===== src/hvw_map.svh =====
// constants for the high-voltage wake pin and interrupt control block
// Operation
// - wake pin defaults to pulled-down output, driver raises wake bus high
// - first config bit 4 asserts the wake output driver
// - wake output follows a config write only after the 10 us interface transfer
// - enabled-at-reset monoflop turns the wake driver off after 1.3 s
// - wake sourcing over 100 mA for 400 us sets monitor bit 0, interrupts
// - thermal shutdown kills wake driver; second config bit 3 re-enables it
// - second config bit 4 selects I/O mode; any pin edge interrupts
// - monitor bit 7 shows the live wake pin comparator level
// - core enable bit 16 lets six sources drive the interrupt line
// - every interrupt event copies the status snapshot into the data register
// - command bit 0 reads busy during the copy, clears after 10 us
// - first config bit 2 enables low-supply flag seen at monitor bit 3
// - low-supply flag clears only on supply below 2.1 V or disable
// - bus pin low drawing over 100 mA for 20 us gives short interrupt
// - bus pin shorted to ground reads back low while driven high
// - wake pin shorted to battery reads high at monitor bit 7
// - open-circuit resistor with driver off: bit 7 low loaded, high open
// - snapshot bits: 5 supply, 4 wake edge, 3 thermal, 2/1/0 shorts
// - bus short flags clear when the snapshot is read
`ifndef HVW_MAP_SVH
`define HVW_MAP_SVH

// register byte offsets
`define HVW_OFS_COMMAND     5'h00
`define HVW_OFS_DATA        5'h04
`define HVW_OFS_CFG_FIRST   5'h08
`define HVW_OFS_CFG_SECOND  5'h0C
`define HVW_OFS_MONITOR     5'h10
`define HVW_OFS_IRQ_ENABLE  5'h14

// command register fields
`define HVW_CMD_BUSY        0
`define HVW_CMD_OK          1
`define HVW_CMD_SNAP        2

// first config fields
`define HVW_CF1_LVF_EN      2
`define HVW_CF1_PSM_EN      3
`define HVW_CF1_WAKE_DRV    4

// second config fields
`define HVW_CF2_MONO_DIS    1
`define HVW_CF2_REENABLE    3
`define HVW_CF2_IO_MODE     4
`define HVW_CF2_OC_EN       5

// monitor fields
`define HVW_MON_WAKE_SC     0
`define HVW_MON_AUX_RB      1
`define HVW_MON_LIN_RB      2
`define HVW_MON_LVF         3
`define HVW_MON_THERMAL     4
`define HVW_MON_PSM         5
`define HVW_MON_WAKE_PIN    7

// snapshot fields
`define HVW_STA_WAKE_SC     0
`define HVW_STA_AUX_SC      1
`define HVW_STA_LIN_SC      2
`define HVW_STA_THERMAL     3
`define HVW_STA_WAKE_REQ    4
`define HVW_STA_PSM         5

// core interrupt enable field
`define HVW_IRQ_EN_BIT      16

// reset values
`define HVW_RST_CFG         8'h00
`define HVW_RST_IRQ_EN      32'h0000_0000

// timing: clock rate and printed times
`define HVW_CLK_MHZ         40
`define HVW_CLK_KHZ         40000
`define HVW_XFER_US         10
`define HVW_XFER_CYC        (`HVW_XFER_US * `HVW_CLK_MHZ)
`define HVW_BUS_SC_US       20
`define HVW_BUS_SC_CYC      (`HVW_BUS_SC_US * `HVW_CLK_MHZ)
`define HVW_WAKE_SC_US      400
`define HVW_WAKE_SC_CYC     (`HVW_WAKE_SC_US * `HVW_CLK_MHZ)
`define HVW_MONO_MS         1300
`define HVW_MONO_CYC        (`HVW_MONO_MS * `HVW_CLK_KHZ)

`endif


===== src/hvw_pkg.sv =====
// types for the high-voltage wake pin and interrupt control block
package hvw_pkg;
	// serial high-voltage interface transfer engine
	typedef enum logic [0:0] {
		HVW_IDLE = 1'b0,
		HVW_XFER = 1'b1
	} hvw_xfer_e;
	typedef logic [7:0] hvw_byte_t;
endpackage


===== src/hvw_sync.sv =====
// three-flop input synchroniser, level accepted when stages two and three agree
`timescale 1ns/1ps
`default_nettype none
module hvw_sync #(
	parameter int WIDTH = 1
) (
	// clock and reset
	input  wire logic             clk,
	input  wire logic             arst_n,
	// asynchronous levels in, filtered levels out
	input  wire logic [WIDTH-1:0] async_in,
	output var  logic [WIDTH-1:0] sync_out
);
	logic [WIDTH-1:0] s1_reg;
	logic [WIDTH-1:0] s2_reg;
	logic [WIDTH-1:0] s3_reg;
	logic [WIDTH-1:0] take;

	// only stage two reads stage one
	assign take = ~(s2_reg ^ s3_reg);

	////////////////////////////////////////////////////////////////////////
	// stage chain, output moves per bit once the last two stages agree
	always_ff @(posedge clk or negedge arst_n) begin
		if (!arst_n) begin
			s1_reg   <= '0;
			s2_reg   <= '0;
			s3_reg   <= '0;
			sync_out <= '0;
		end else begin
			s1_reg   <= async_in;
			s2_reg   <= s1_reg;
			s3_reg   <= s2_reg;
			sync_out <= (sync_out & ~take) | (s3_reg & take);
		end
	end
endmodule // hvw_sync
`default_nettype wire


===== src/hvw_hold.sv =====
// persistence filter: pulses once a condition has held for CYC cycles
`timescale 1ns/1ps
`default_nettype none
module hvw_hold #(
	parameter int CYC = 800
) (
	// clock and reset
	input  wire logic clk,
	input  wire logic arst_n,
	// condition and one-cycle hit
	input  wire logic cond,
	output var  logic hit
);
	localparam int W = $clog2(CYC + 1);
	localparam logic [W-1:0] LAST = W'(CYC - 1);
	logic [W-1:0] cnt_reg;
	logic         reach;

	// a break in the condition restarts the count, so only steady faults fire
	assign reach = cond && (cnt_reg == LAST);

	always_ff @(posedge clk or negedge arst_n) begin
		if (!arst_n) begin
			cnt_reg <= '0;
			hit     <= 1'b0;
		end else begin
			cnt_reg <= !cond ? '0 : (cnt_reg == W'(CYC) ? cnt_reg : cnt_reg + W'(1));
			hit     <= reach;
		end
	end
endmodule // hvw_hold
`default_nettype wire


===== src/hvw_top.sv =====
// high-voltage wake pin, interrupt snapshot and diagnostics with avalon-mm slave
//
// Decided for this implementation: the Avalon-MM register port and the register addresses.
`include "hvw_map.svh"
`timescale 1ns/1ps
`default_nettype none
module hvw_top #(
	parameter int XFER_CYC    = `HVW_XFER_CYC,
	parameter int BUS_SC_CYC  = `HVW_BUS_SC_CYC,
	parameter int WAKE_SC_CYC = `HVW_WAKE_SC_CYC,
	parameter int MONO_CYC    = `HVW_MONO_CYC
) (
	// clock and reset
	input  wire logic        clk,
	input  wire logic        arst_n,
	// avalon-mm slave
	input  wire logic [2:0]  avs_address,
	input  wire logic        avs_read,
	input  wire logic        avs_write,
	input  wire logic [31:0] avs_writedata,
	input  wire logic [3:0]  avs_byteenable,
	output var  logic [31:0] avs_readdata,
	output var  logic        avs_waitrequest,
	// wake pin
	input  wire logic        wake_pin_in,
	output var  logic        wake_pin_out,
	output var  logic        wake_pin_oe,
	output var  logic        open_circuit_check_en,
	// analog fault and supply comparators
	input  wire logic        wake_overcurrent,
	input  wire logic        lin_overcurrent,
	input  wire logic        aux_overcurrent,
	input  wire logic        lin_readback,
	input  wire logic        aux_hv_bus_pin_readback,
	input  wire logic        thermal_shutdown,
	input  wire logic        regulated_digital_supply_low,
	input  wire logic        supply_monitor_low,
	// bus driver state from same-clock logic
	input  wire logic        lin_driving_low,
	input  wire logic        aux_driving_low,
	// interrupt to core
	output var  logic        hv_interrupt_line
);
	localparam int MW = $clog2(MONO_CYC + 1);
	localparam int XW = $clog2(XFER_CYC + 1);
	localparam logic [MW-1:0] MONO_LAST = MW'(MONO_CYC - 1);
	localparam logic [XW-1:0] XFER_LAST = XW'(XFER_CYC - 1);

	////////////////////////////////////////////////////////////////////////
	// declarations
	hvw_pkg::hvw_xfer_e state_reg, state_next;
	logic [XW-1:0]      xcnt_reg;
	logic               kind_snap_reg, snap_pend_reg, cfg_pend_reg;
	hvw_pkg::hvw_byte_t cfg1_sw_reg, cfg2_sw_reg, cfg1_app_reg, cfg2_app_reg, data_reg;
	logic               ok_reg, irq_en_reg, thermal_off_reg, mono_exp_reg;
	logic [4:0]         sta_lat_reg;
	logic [MW-1:0]      mono_cnt_reg;
	logic               lvf_reg, lvf_en_d_reg, psm_d_reg, wake_s_d_reg;
	logic [8:0]         sync_q;
	logic               wake_s, wake_oc_s, lin_oc_s, aux_oc_s, lin_rb_s;
	logic               aux_rb_s, thermal_s, dvdd_low_s, vdd_low_s;
	logic               wake_sc_hit, lin_sc_hit, aux_sc_hit;

	////////////////////////////////////////////////////////////////////////
	// pin synchronisers and fault persistence filters
	hvw_sync #(.WIDTH(9)) u_sync (
		.clk      (clk),
		.arst_n   (arst_n),
		.async_in ({supply_monitor_low, regulated_digital_supply_low, thermal_shutdown,
			aux_hv_bus_pin_readback, lin_readback, aux_overcurrent, lin_overcurrent,
			wake_overcurrent, wake_pin_in}),
		.sync_out (sync_q)
	);
	assign {vdd_low_s, dvdd_low_s, thermal_s, aux_rb_s, lin_rb_s, aux_oc_s, lin_oc_s,
		wake_oc_s, wake_s} = sync_q;

	hvw_hold #(.CYC(WAKE_SC_CYC)) u_wake_sc (
		.clk    (clk),
		.arst_n (arst_n),
		.cond   (wake_oc_s && wake_pin_oe),
		.hit    (wake_sc_hit)
	);
	hvw_hold #(.CYC(BUS_SC_CYC)) u_lin_sc (
		.clk    (clk),
		.arst_n (arst_n),
		.cond   (lin_oc_s && lin_driving_low),
		.hit    (lin_sc_hit)
	);
	hvw_hold #(.CYC(BUS_SC_CYC)) u_aux_sc (
		.clk    (clk),
		.arst_n (arst_n),
		.cond   (aux_oc_s && aux_driving_low),
		.hit    (aux_sc_hit)
	);

	////////////////////////////////////////////////////////////////////////
	// bus decode
	logic [4:0]  byte_addr;
	logic        req, wr_acc, wr_cmd, wr_cfg1, wr_cfg2, wr_irq;
	logic [31:0] rd_mux;
	assign byte_addr = {avs_address, 2'b00};
	assign req       = avs_read || avs_write;
	// a write lands only on the edge where waitrequest is seen low
	assign wr_acc    = avs_write && !avs_waitrequest;
	assign wr_cmd    = wr_acc && avs_byteenable[0] && byte_addr == `HVW_OFS_COMMAND;
	assign wr_cfg1   = wr_acc && avs_byteenable[0] && byte_addr == `HVW_OFS_CFG_FIRST;
	assign wr_cfg2   = wr_acc && avs_byteenable[0] && byte_addr == `HVW_OFS_CFG_SECOND;
	assign wr_irq    = wr_acc && avs_byteenable[2] && byte_addr == `HVW_OFS_IRQ_ENABLE;

	////////////////////////////////////////////////////////////////////////
	// live monitor, snapshot and event sources
	logic               psm_live, io_mode, mono_dis, new_event, xfer_done;
	logic               snap_done, cfg_done, reenable, drive_next;
	logic [4:0]         sta_set;
	hvw_pkg::hvw_byte_t monitor, snapshot;
	assign io_mode  = cfg2_app_reg[`HVW_CF2_IO_MODE];
	assign mono_dis = cfg2_app_reg[`HVW_CF2_MONO_DIS];
	assign psm_live = vdd_low_s && cfg1_app_reg[`HVW_CF1_PSM_EN];
	// edge in io mode raises wake request
	assign sta_set[`HVW_STA_WAKE_REQ] = io_mode && (wake_s != wake_s_d_reg);
	assign sta_set[`HVW_STA_THERMAL]  = thermal_s;
	assign sta_set[`HVW_STA_LIN_SC]   = lin_sc_hit;
	assign sta_set[`HVW_STA_AUX_SC]   = aux_sc_hit;
	assign sta_set[`HVW_STA_WAKE_SC]  = wake_sc_hit;
	// six sources, edge of each is one event
	assign new_event = |(sta_set & ~sta_lat_reg) || (psm_live && !psm_d_reg);
	assign snapshot  = {2'b00, psm_live, sta_lat_reg};
	// bus pin readbacks reach the monitor
	// live pin level, also the readback
	assign monitor   = {wake_s, 1'b0, psm_live, thermal_off_reg, lvf_reg, lin_rb_s, aux_rb_s,
		sta_lat_reg[`HVW_STA_WAKE_SC]};
	assign xfer_done = state_reg == hvw_pkg::HVW_XFER && xcnt_reg == XFER_LAST;
	assign snap_done = xfer_done && kind_snap_reg;
	assign cfg_done  = xfer_done && !kind_snap_reg;
	// re-enable is a one-shot command carried by the transfer
	assign reenable  = cfg_done && cfg2_sw_reg[`HVW_CF2_REENABLE];
	// driver on only in output mode with no protection tripped
	assign drive_next = cfg1_app_reg[`HVW_CF1_WAKE_DRV] && !io_mode && !thermal_off_reg && !mono_exp_reg;

	// register read mux, unmapped reads as zero
	always_comb begin
		rd_mux = 32'h0000_0000;
		case (byte_addr)
			`HVW_OFS_COMMAND:    rd_mux[1:0] = {ok_reg, state_reg == hvw_pkg::HVW_XFER};
			`HVW_OFS_DATA:       rd_mux[7:0] = data_reg;
			`HVW_OFS_CFG_FIRST:  rd_mux[7:0] = cfg1_sw_reg;
			`HVW_OFS_CFG_SECOND: rd_mux[7:0] = cfg2_sw_reg;
			`HVW_OFS_MONITOR:    rd_mux[7:0] = monitor;
			`HVW_OFS_IRQ_ENABLE: rd_mux[`HVW_IRQ_EN_BIT] = irq_en_reg;
			default:             rd_mux = 32'h0000_0000;
		endcase
	end

	////////////////////////////////////////////////////////////////////////
	// avalon handshake: one wait cycle, then a single acknowledge cycle
	always_ff @(posedge clk or negedge arst_n) begin
		if (!arst_n) begin
			avs_waitrequest <= 1'b1;
			avs_readdata    <= 32'h0000_0000;
		end else begin
			avs_waitrequest <= !(req && avs_waitrequest);
			if (avs_read && avs_waitrequest)
				avs_readdata <= rd_mux;
		end
	end

	// software-side configuration and interrupt enable
	always_ff @(posedge clk or negedge arst_n) begin
		if (!arst_n) begin
			cfg1_sw_reg <= `HVW_RST_CFG;
			cfg2_sw_reg <= `HVW_RST_CFG;
			irq_en_reg  <= 1'b0;
		end else begin
			if (wr_cfg1)
				cfg1_sw_reg <= avs_writedata[7:0];
			if (wr_cfg2)
				cfg2_sw_reg <= avs_writedata[7:0];
			else if (reenable)
				cfg2_sw_reg[`HVW_CF2_REENABLE] <= 1'b0;
			if (wr_irq)
				irq_en_reg <= avs_writedata[`HVW_IRQ_EN_BIT];
		end
	end

	////////////////////////////////////////////////////////////////////////
	// serial interface engine: every crossing to the high-voltage side costs XFER_CYC
	always_comb begin
		state_next = state_reg;
		case (state_reg)
			hvw_pkg::HVW_IDLE: if (snap_pend_reg || cfg_pend_reg) state_next = hvw_pkg::HVW_XFER;
			hvw_pkg::HVW_XFER: if (xfer_done) state_next = hvw_pkg::HVW_IDLE;
			default:           state_next = hvw_pkg::HVW_IDLE;
		endcase
	end

	logic start;
	assign start = state_reg == hvw_pkg::HVW_IDLE && state_next == hvw_pkg::HVW_XFER;

	always_ff @(posedge clk or negedge arst_n) begin
		if (!arst_n) begin
			state_reg     <= hvw_pkg::HVW_IDLE;
			xcnt_reg      <= '0;
			kind_snap_reg <= 1'b0;
			snap_pend_reg <= 1'b0;
			cfg_pend_reg  <= 1'b0;
		end else begin
			state_reg <= state_next;
			xcnt_reg  <= (state_reg == hvw_pkg::HVW_XFER && !xfer_done) ? xcnt_reg + XW'(1) : '0;
			if (start)
				kind_snap_reg <= snap_pend_reg;
			// events queue a snapshot, new requests win over the take
			snap_pend_reg <= new_event || (wr_cmd && avs_writedata[`HVW_CMD_SNAP]) ||
				(snap_pend_reg && !(start && snap_pend_reg));
			// config writes wait for the link
			cfg_pend_reg  <= wr_cfg1 || wr_cfg2 || (cfg_pend_reg && !(start && !snap_pend_reg));
		end
	end

	// data and success flag settle when the copy ends
	always_ff @(posedge clk or negedge arst_n) begin
		if (!arst_n) begin
			data_reg     <= 8'h00;
			ok_reg       <= 1'b0;
			cfg1_app_reg <= `HVW_RST_CFG;
			cfg2_app_reg <= `HVW_RST_CFG;
		end else begin
			if (start && snap_pend_reg)
				ok_reg <= 1'b0;
			else if (snap_done)
				ok_reg <= 1'b1;
			if (snap_done)
				data_reg <= snapshot;
			// applied copy updates only at transfer end
			if (cfg_done) begin
				cfg1_app_reg <= cfg1_sw_reg;
				cfg2_app_reg <= cfg2_sw_reg;
			end
		end
	end

	////////////////////////////////////////////////////////////////////////
	// latched status, set wins over the read clear
	// reading the snapshot clears the short flags
	always_ff @(posedge clk or negedge arst_n) begin
		if (!arst_n) begin
			sta_lat_reg  <= 5'h00;
			psm_d_reg    <= 1'b0;
			wake_s_d_reg <= 1'b0;
		end else begin
			sta_lat_reg  <= (sta_lat_reg & {5{!snap_done}}) | sta_set;
			psm_d_reg    <= psm_live;
			wake_s_d_reg <= wake_s;
		end
	end

	// interrupt line gated by core enable
	always_ff @(posedge clk or negedge arst_n) begin
		if (!arst_n)
			hv_interrupt_line <= 1'b0;
		else
			hv_interrupt_line <= irq_en_reg && ((|sta_lat_reg) || psm_live);
	end

	////////////////////////////////////////////////////////////////////////
	// thermal trip holds the driver off until re-enabled
	always_ff @(posedge clk or negedge arst_n) begin
		if (!arst_n)
			thermal_off_reg <= 1'b0;
		else
			thermal_off_reg <= thermal_s || (thermal_off_reg && !reenable);
	end

	// monoflop counts driver-on time, off after 1.3 s unless disabled
	// with the monoflop disabled software owns the 1.3 s limit
	always_ff @(posedge clk or negedge arst_n) begin
		if (!arst_n) begin
			mono_cnt_reg <= '0;
			mono_exp_reg <= 1'b0;
		end else begin
			mono_cnt_reg <= (wake_pin_oe && mono_cnt_reg != MONO_LAST) ? mono_cnt_reg + MW'(1) : '0;
			if (!cfg1_app_reg[`HVW_CF1_WAKE_DRV])
				mono_exp_reg <= 1'b0;
			else if (wake_pin_oe && !mono_dis && mono_cnt_reg == MONO_LAST)
				mono_exp_reg <= 1'b1;
		end
	end

	// high-side driver pulls the bus high, pull-down otherwise
	// diagnostic resistor only while the driver is off
	always_ff @(posedge clk or negedge arst_n) begin
		if (!arst_n) begin
			wake_pin_oe           <= 1'b0;
			wake_pin_out          <= 1'b0;
			open_circuit_check_en <= 1'b0;
		end else begin
			wake_pin_oe           <= drive_next;
			wake_pin_out          <= drive_next;
			open_circuit_check_en <= cfg2_app_reg[`HVW_CF2_OC_EN] && !drive_next;
		end
	end

	// flag sets on enable and clears on low supply or disable
	always_ff @(posedge clk or negedge arst_n) begin
		if (!arst_n) begin
			lvf_reg      <= 1'b0;
			lvf_en_d_reg <= 1'b0;
		end else begin
			lvf_en_d_reg <= cfg1_app_reg[`HVW_CF1_LVF_EN];
			if (!cfg1_app_reg[`HVW_CF1_LVF_EN] || dvdd_low_s)
				lvf_reg <= 1'b0;
			else if (!lvf_en_d_reg)
				lvf_reg <= 1'b1;
		end
	end

	////////////////////////////////////////////////////////////////////////
	// checks
	property p_thermal_off;
		@(posedge clk) disable iff (!arst_n) thermal_off_reg |=> !wake_pin_oe;
	endproperty
	a_thermal_off: assert property (p_thermal_off) else $error("driver on after thermal trip");
	property p_mono_off;
		@(posedge clk) disable iff (!arst_n)
			(wake_pin_oe && !mono_dis && mono_cnt_reg == MONO_LAST) |=> ##1 !wake_pin_oe;
	endproperty
	a_mono_off: assert property (p_mono_off) else $error("monoflop did not stop driver");
	property p_snap_start;
		@(posedge clk) disable iff (!arst_n)
			(new_event && state_reg == hvw_pkg::HVW_IDLE && !cfg_pend_reg) |=> ##1 (state_reg == hvw_pkg::HVW_XFER);
	endproperty
	a_snap_start: assert property (p_snap_start) else $error("event did not start copy");
	property p_busy_end;
		@(posedge clk) disable iff (!arst_n)
			snap_done |=> ok_reg && state_reg == hvw_pkg::HVW_IDLE && data_reg == $past(snapshot);
	endproperty
	a_busy_end: assert property (p_busy_end) else $error("snapshot not valid at busy clear");
	property p_irq_on;
		@(posedge clk) disable iff (!arst_n) (irq_en_reg && (|sta_lat_reg)) |=> hv_interrupt_line;
	endproperty
	a_irq_on: assert property (p_irq_on) else $error("interrupt line missed a source");
	property p_irq_gate;
		@(posedge clk) disable iff (!arst_n) !irq_en_reg |=> !hv_interrupt_line;
	endproperty
	a_irq_gate: assert property (p_irq_gate) else $error("interrupt line without enable");
	property p_lvf_clear;
		@(posedge clk) disable iff (!arst_n) dvdd_low_s |=> !lvf_reg;
	endproperty
	a_lvf_clear: assert property (p_lvf_clear) else $error("low-supply flag survived low supply");
	property p_edge_latch;
		@(posedge clk) disable iff (!arst_n) (io_mode && wake_s != wake_s_d_reg) |=> sta_lat_reg[`HVW_STA_WAKE_REQ];
	endproperty
	a_edge_latch: assert property (p_edge_latch) else $error("io edge not latched");
	property p_wake_sc;
		@(posedge clk) disable iff (!arst_n) wake_sc_hit |=> monitor[`HVW_MON_WAKE_SC];
	endproperty
	a_wake_sc: assert property (p_wake_sc) else $error("wake short not flagged");
	property p_read_clear;
		@(posedge clk) disable iff (!arst_n)
			(snap_done && !sta_set[`HVW_STA_LIN_SC] && !sta_set[`HVW_STA_AUX_SC]) |=> !sta_lat_reg[2] && !sta_lat_reg[1];
	endproperty
	a_read_clear: assert property (p_read_clear) else $error("short flags not cleared by read");
endmodule // hvw_top
`default_nettype wire


===== config.mk =====
export PLATFORM = sky130hd
export DESIGN_NAME = hvw_top
export DESIGN_NICKNAME = d
export VERILOG_FILES = /design/src/hvw_pkg.sv /design/src/hvw_sync.sv /design/src/hvw_hold.sv /design/src/hvw_top.sv
export VERILOG_INCLUDE_DIRS = /design/src /design/src/src
export SDC_FILE = /design/constraint.sdc
export NUM_CORES = 1
export LEC_CHECK = 0
export ABC_CLOCK_PERIOD_IN_PS = 2300
export BUFFER_PORTS_ARGS = -buffer_cell sky130_fd_sc_hd__buf_2
export CAP_MARGIN = 20
export CORE_MARGIN = 8
export CORE_UTILIZATION = 50
export CTS_CLUSTER_DIAMETER = 150
export CTS_CLUSTER_SIZE = 30
export DETAILED_ROUTE_END_ITERATION = 6
export GPL_TIMING_DRIVEN = 0
export PLACE_DENSITY = 0.72
export SLEW_MARGIN = 5
export SYNTH_ARGS = -nofsm -noshare
export SYNTH_HDL_FRONTEND = slang
export SYNTH_SLANG_ARGS = --single-unit

===== constraint.sdc =====
create_clock -name clk -period 2.3 [get_ports clk]
set_input_delay 0 -clock clk [delete_from_list [all_inputs] [get_ports clk]]
set_output_delay 0 -clock clk [all_outputs]
set_load 0.1 [all_outputs]

=== Word level (Yosys, flattened, before mapping) ===
Cells that the tools add are included.

* Reduce and logical (&&, ||, !) cells: 69
* Equality and inequality tests: 20
* Bitwise gates (word level): 11
* Muxes and demuxes: 22
* $add $sub $neg: 5

{| class="wikitable"
|+ Operator list
! cell !! number
|-
| equality test 10 bit (second input constant) || 4
|-
| two-way mux 10 bit || 4
|-
| logical AND 1 bit || 38
|-
| equality test 14 bit (second input constant) || 2
|-
| two-way mux 14 bit || 2
|-
| adder 26 x 1 -> 26 bit (second input constant) || 1
|-
| equality test 26 bit (second input constant) || 1
|-
| two-way mux 26 bit || 1
|-
| != test 26 bit (second input constant) || 1
|-
| one-hot mux 6 bit (4 select lines) || 1
|-
| adder 10 x 1 -> 10 bit (second input constant) || 2
|-
| bitwise AND 9 bit || 2
|-
| inverter 9 bit || 2
|-
| zero test 1 bit || 16
|-
| adder 14 x 1 -> 14 bit (second input constant) || 1
|-
| two-way mux 1 bit || 11
|-
| bitwise AND 5 bit || 2
|-
| logical OR 1 bit || 10
|-
| one-hot mux 2 bit (5 select lines) || 1
|-
| OR reduction 5 bit || 2
|-
| adder 9 x 1 -> 9 bit (second input constant) || 1
|-
| equality test 9 bit (second input constant) || 1
|-
| two-way mux 9 bit || 1
|-
| bitwise OR 9 bit || 1
|-
| 13 further kinds || 19
|}

* Bits in registers: 171
* Logic and storage cells: 163
* Output and inout port bits: 37
* Input port bits: 54

=== Depth between registers and ports, before layout ===
* Depth in word-level cells: 9
* Depth in mapped cells: 7
* Depth with buffers taken out: 6

=== Hierarchy ===
From an unflattened synthesis, not the netlist that was laid out.

* Cells, all modules: 660
* Area total of the unflattened synthesis: 7459.7 um2

{| class="wikitable"
|+ By module, submodules not included
! module !! sequential area each (um2) !! instances !! cells an instance !! area an instance (um2)
|-
| hvw_top || 2328.5 || 1 || 407 || 4444.3
|-
| hvw_hold at u_aux_sc ... || 275.3 || 2 || 60 || 588.1
|-
| hvw_sync || 900.9 || 1 || 45 || 1002.2
|-
| hvw_hold at u_wake_sc || 375.4 || 1 || 88 || 837.1
|}

=== Least setup slack after synthesis ===
Ideal clock, no wire load.

* Path type: register to register
* Start: reg avs_waitrequest
* End: reg cfg2_sw_reg[0]
* Arrival time: 1.736 ns
* Period minus slack after synthesis: 1.861 ns
* Stages on the path, launching flop included: 4
* Path slack: 0.439 ns
* Data required time: 2.175 ns
* Buffers on the path: 0
* Library setup time: 0.125 ns
* Path through: dfstp_2 and3b_1 nand3_1 mux2_2

* Longest elaborated chain between the ends: 4

{| class="wikitable"
|+ RTL lines
! item !! line !! RTL
|-
| start: declaration || hvw_top.sv:23 || <nowiki>output var logic avs_waitrequest,</nowiki>
|-
| start signal: assignment || hvw_top.sv:161 || <nowiki>avs_waitrequest <= !(req && avs_waitrequest);</nowiki>
|-
| zero test 1 bit || hvw_top.sv:104 || <nowiki>assign wr_acc = avs_write && !avs_waitrequest;</nowiki>
|-
| logical AND 1 bit || hvw_top.sv:104 ||
|-
| logical AND 1 bit || hvw_top.sv:107 || <nowiki>assign wr_cfg2 = wr_acc && avs_byteenable[0] && byte_addr == `HVW_OFS_CFG_SECOND;</nowiki>
|-
| logical AND 1 bit (no line) || -- ||
|-
| end signal: assignment || hvw_top.sv:171 || <nowiki>cfg2_sw_reg <= `HVW_RST_CFG;</nowiki>
|-
| end signal: assignment || hvw_top.sv:177 || <nowiki>cfg2_sw_reg <= avs_writedata[7:0];</nowiki>
|-
| end: declaration || hvw_top.sv:54 || <nowiki>hvw_pkg::hvw_byte_t cfg1_sw_reg, cfg2_sw_reg, cfg1_app_reg, cfg2_app_reg, data_reg;</nowiki>
|}

No other way between the ends.
A chain may end at the register's enable or synchronous reset.

=== Worst setup path after layout ===
* Start: reg xcnt_reg[4]
* End: reg cfg1_app_reg[4]

* Longest elaborated chain between the ends: 3

{| class="wikitable"
|+ RTL lines
! item !! line !! RTL
|-
| start: declaration || hvw_top.sv:52 || <nowiki>logic [XW-1:0] xcnt_reg;</nowiki>
|-
| start signal: assignment || hvw_top.sv:208 || <nowiki>xcnt_reg <= (state_reg == hvw_pkg::HVW_XFER && !xfer_done) ? xcnt_reg + XW'(1) : '0;</nowiki>
|-
| equality test 9 bit || hvw_top.sv:132 || <nowiki>assign xfer_done = state_reg == hvw_pkg::HVW_XFER && xcnt_reg == XFER_LAST;</nowiki>
|-
| logical AND 1 bit || hvw_top.sv:132 ||
|-
| logical AND 1 bit || hvw_top.sv:134 || <nowiki>assign cfg_done = xfer_done && !kind_snap_reg;</nowiki>
|-
| end signal: assignment || hvw_top.sv:224 || <nowiki>cfg1_app_reg <= `HVW_RST_CFG;</nowiki>
|-
| end signal: assignment || hvw_top.sv:235 || <nowiki>cfg1_app_reg <= cfg1_sw_reg;</nowiki>
|-
| end: declaration || hvw_top.sv:54 ||
|}

No other way between the ends.

==> flow_summary_export.csv <==
group,metric,value,unit
floorplan,die_w,137,um
layout,layout-drive-gt1-share,20.6,%
layout,final_cell_mix,"dfrtp_1, buf_2, nor2_1, o21ai_0, nand2_1",
timing,hold_viol_final,0,
timing,rsz0062_at_grt,"false",
cts,cts_sinks,166,
placed_design,placed_cell_area,7880,um^2
timing,relSlewSlack,64.0,%
critical_path,worst-setup-path-type,"register to register",
power,power.switching,0.00175,W
cts,cts_tree,"done",
placed_design,port_buffers,41,
power,p_seq_share,44.4,%
synth,yosysSeqAreaShare,56.7,%
placed_design,dp_hpwl,9880,um
layout,multi_input_area,2890,um^2
synth,avgSynthCellArea,11.3,um^2
grt,grt_max_degree,97,
floorplan,fp.dieH,137,um
cts,postCtsSetupBuffers,0,
synth,ys.flop_type,"dfrtp_1",
run_status,status,"finished, final reports clean",
synth,synthArstFlopShare,100,%
grt,grt_use_total,16.3,%
grt,antenna_found_initial,0,
layout,final_util,61.0,%
timing,setup_tns,0,ns
cts,clock_latency,0.42,ns
cts,numCtsBuffers,17,
cts,cts_root_buffer,"clkbuf_16",
power,pwr-share-clk,45.1,%
power,netSwitchingFraction,24.7,%
critical_path,crit_family,"simple AND/OR/NAND/NOR gates",
detailed_routing,routed_via_density,5.38,
power,p_leak,3.88,nW
detailed_routing,drtIter0Drc,330,
power,p_comb_share,10.4,%
floorplan,pin_count,91,
detailed_routing,wl,14400,um
layout,final_common_cell,"dfrtp_1",
placed_design,finalWeightedCongestion,0.847,
timing,setup_ws,0.289,ns
critical_path,crit-reg2reg-launch,"xcnt_reg[4]$_DFF_PN0_",
critical_path,reg2reg_slack,0.29,ns
critical_path,reg2reg_depth,4,
critical_path,arrival,2.31,ns
synth,synth_cell_types,68,
timing,min_period,2.01,ns
power,p_int,0.00534,W
timing,post-route-period-util,87.4,%
critical_path,start_kind,"register",
power,vdd_drop_max,0.597,mV
timing,fin_skew,0.00637,ns
job,maxCapViolCount,0,
layout,fin_area,8800,um^2
synth,synth_cells,646,
timing,drv_slew,0,
floorplan,initial_utilization,50.8,%
layout,n_fill_cell,1105,
layout,n_antenna_cell,0,
layout,seq_area,4160,um^2
timing,max_freq,497,MHz
timing,setup_viol,0,
critical_path,worstPathCellList,"nor4b_1, nand4_1, nor2_4, mux2_2",
critical_path,cp_max_fo,8,
synth,ys_seq_elements,166,
layout,fin_nets,816,
synth,synth-edff-count,0,
floorplan,placeableCoreArea,14400,um^2
layout,largest_reg_flops,26,
detailed_routing,remaining_drc_errors,0,
placed_design,post-place-ws,0.311,ns
critical_path,crit_buf_inv,0,
floorplan,fp-row-count,44,
worst_hold_path,whs_endpoint,"avs_readdata[6]$_DFFE_PN0P_",
critical_path,cpMaxStageDelayCell,"dfrtp_1",
power,power.density,806,nW/um^2
critical_path,r2r_end,"cfg1_app_reg[4]$_DFFE_PN0P_",
floorplan,dieArea,18800,um^2
worst_hold_path,worstHoldStart,"avs_address[1]",
cts,path_clk_slew,0.06,ns
worst_hold_path,min_path_cells,4,
detailed_routing,antenna_left,0,
grt,grt_overflow,0,
critical_path,required,2.60,ns
worst_hold_path,hold_class,"input port to register",
timing,tightestPinTransition,0.540,ns
synth,synth.cell_area,7320,um^2
grt,grt_first_pass_wirelength,24300,um
layout,area_delta_synth_final,20.1,%
critical_path,slowest_delay,0.44,ns
cts,h-tree-depth,4,
detailed_routing,vias,5114,
critical_path,endpoint_kind,"register",
grt,first_global_vias,5110,
synth,yosysWarningCount,0,
detailed_routing,wl_per_cell,15.2,um
cts,cts_buffer_depth,2,
detailed_routing,firstDrtPassIters,5,
logic make-up (layout without fill, tap and decap cells):
| logic type | after synthesis | count (layout) | synth area share (%) |
|---|---|---|---|
| AND/OR/NAND/NOR | 225 | 225 | 17.3 |
| flip-flops | 166 | 166 | 56.7 |
| AO/OA/AOI/OAI | 94 | 94 | 7.91 |
| buffers and inverters | 68 | 167 | 4.96 |
| multiplexers | 39 | 39 | 6.08 |
| XOR/XNOR | 36 | 36 | 4.31 |
| adder cells (fa/ha/maj) | 17 | 17 | 2.60 |
| other | 1 | 23 | 0.0512 |
stage by stage:
step | std cells | hold slack, ns | total power, W
detailed placement | 894 | 0.00844 | 0.00391
global route | 951 | 0.0650 | 0.00735
CTS | 951 | 0.0255 | 0.00716
floorplan | 668 | -0.296 | 0.00372
global placement | 893 | 0.109 | 0.00388
finish | 951 | 0.0393 | 0.00709
area by class of cell:
type / count / area share, %
sequential: 166 / 47.2
multi-input combinational: 434 / 32.8
buffer: 41 / 2.97
inverter: 27 / 1.15
clock buffer: 19 / 5.04
clock inverter: 13 / 2.56
timing repair buffer: 67 / 5.60
tap: 184 / 2.62
worst max-delay path by stage:
stage	from	endpoint	slack (ns)	cells past startpoint
after floorplan	avs_waitrequest$_DFF_PN1_	cfg2_sw_reg[0]$_DFFE_PN0P_	0.44	3
after global placement	arst_n	mono_cnt_reg[3]$_DFF_PN0_	-1.18	1
after detailed placement	xcnt_reg[4]$_DFF_PN0_	cfg1_app_reg[4]$_DFFE_PN0P_	0.31	4
after CTS	xcnt_reg[4]$_DFF_PN0_	cfg1_app_reg[4]$_DFFE_PN0P_	0.24	4
after global routing	xcnt_reg[4]$_DFF_PN0_	cfg1_app_reg[2]$_DFFE_PN0P_	0.14	4
final	xcnt_reg[4]$_DFF_PN0_	cfg1_app_reg[4]$_DFFE_PN0P_	0.29	4
repair_timing:
action / CTS / global route
hold buffers: 25 / 0
resized for setup: 0 / 0
endpoints found under the hold margin: 103 / 0
tightest hold or removal path, stage by stage:
cell and delay [ns]:
buf_2 0.11, nor2b_1 0.17, nand2_1 0.06, o21ai_0 0.07
synth_stat cells (all sizes together) (2+ instances only):
cell | instances | share of area (%)
dfrtp | 165 | 56
nor2 | 49 | 2.6
o21ai | 41 | 2.8
nand2 | 38 | 2.0
mux2 | 34 | 5.2
buf | 33 | 3.1
inv | 27 | 1.4
nand3 | 27 | 1.8
a21oi | 23 | 1.7
xnor2 | 21 | 2.5
nand4 | 20 | 2.1
xor2 | 15 | 1.8
or3 | 14 | 1.2
nor3 | 12 | 0.89
maj3 | 9 | 1.2
nor2b | 9 | 0.77
clkbuf | 8 | 0.43
ha | 8 | 1.4
nor4 | 7 | 0.60
o31ai | 7 | 0.91
and2 | 6 | 0.51
and4 | 6 | 0.79
nand2b | 6 | 0.51
nor4b | 6 | 0.72
or4 | 6 | 0.67
a21o | 4 | 0.41
a22oi | 4 | 0.41
and3 | 4 | 0.34
mux2i | 4 | 0.55
nor3b | 3 | 0.31
a222oi | 2 | 0.27
a31oi | 2 | 0.17
and3b | 2 | 0.24
nand3b | 2 | 0.20
o21a | 2 | 0.20
o31a | 2 | 0.24
power by group through the flow:
stage	clock (W)	combinational (W)	sequential (W)
finish	0.00320	0.000741	0.00315
global route	0.00339	0.000792	0.00317
CTS	0.00326	0.000745	0.00315
detailed placement	0	0.000704	0.00320
global placement	0	0.000683	0.00320
floorplan	0	0.000367	0.00335
metal layers:
layer	vias to the layer above	share of wire (%)	track usage, %
li1	2447	-	-
met1	2494	45	20.8
met2	147	47	25.9
met3	26	5.9	4.41
met4	0	2.1	6.22
met5	-	0	0
Note: power is estimated with default switching activity, not from simulation.
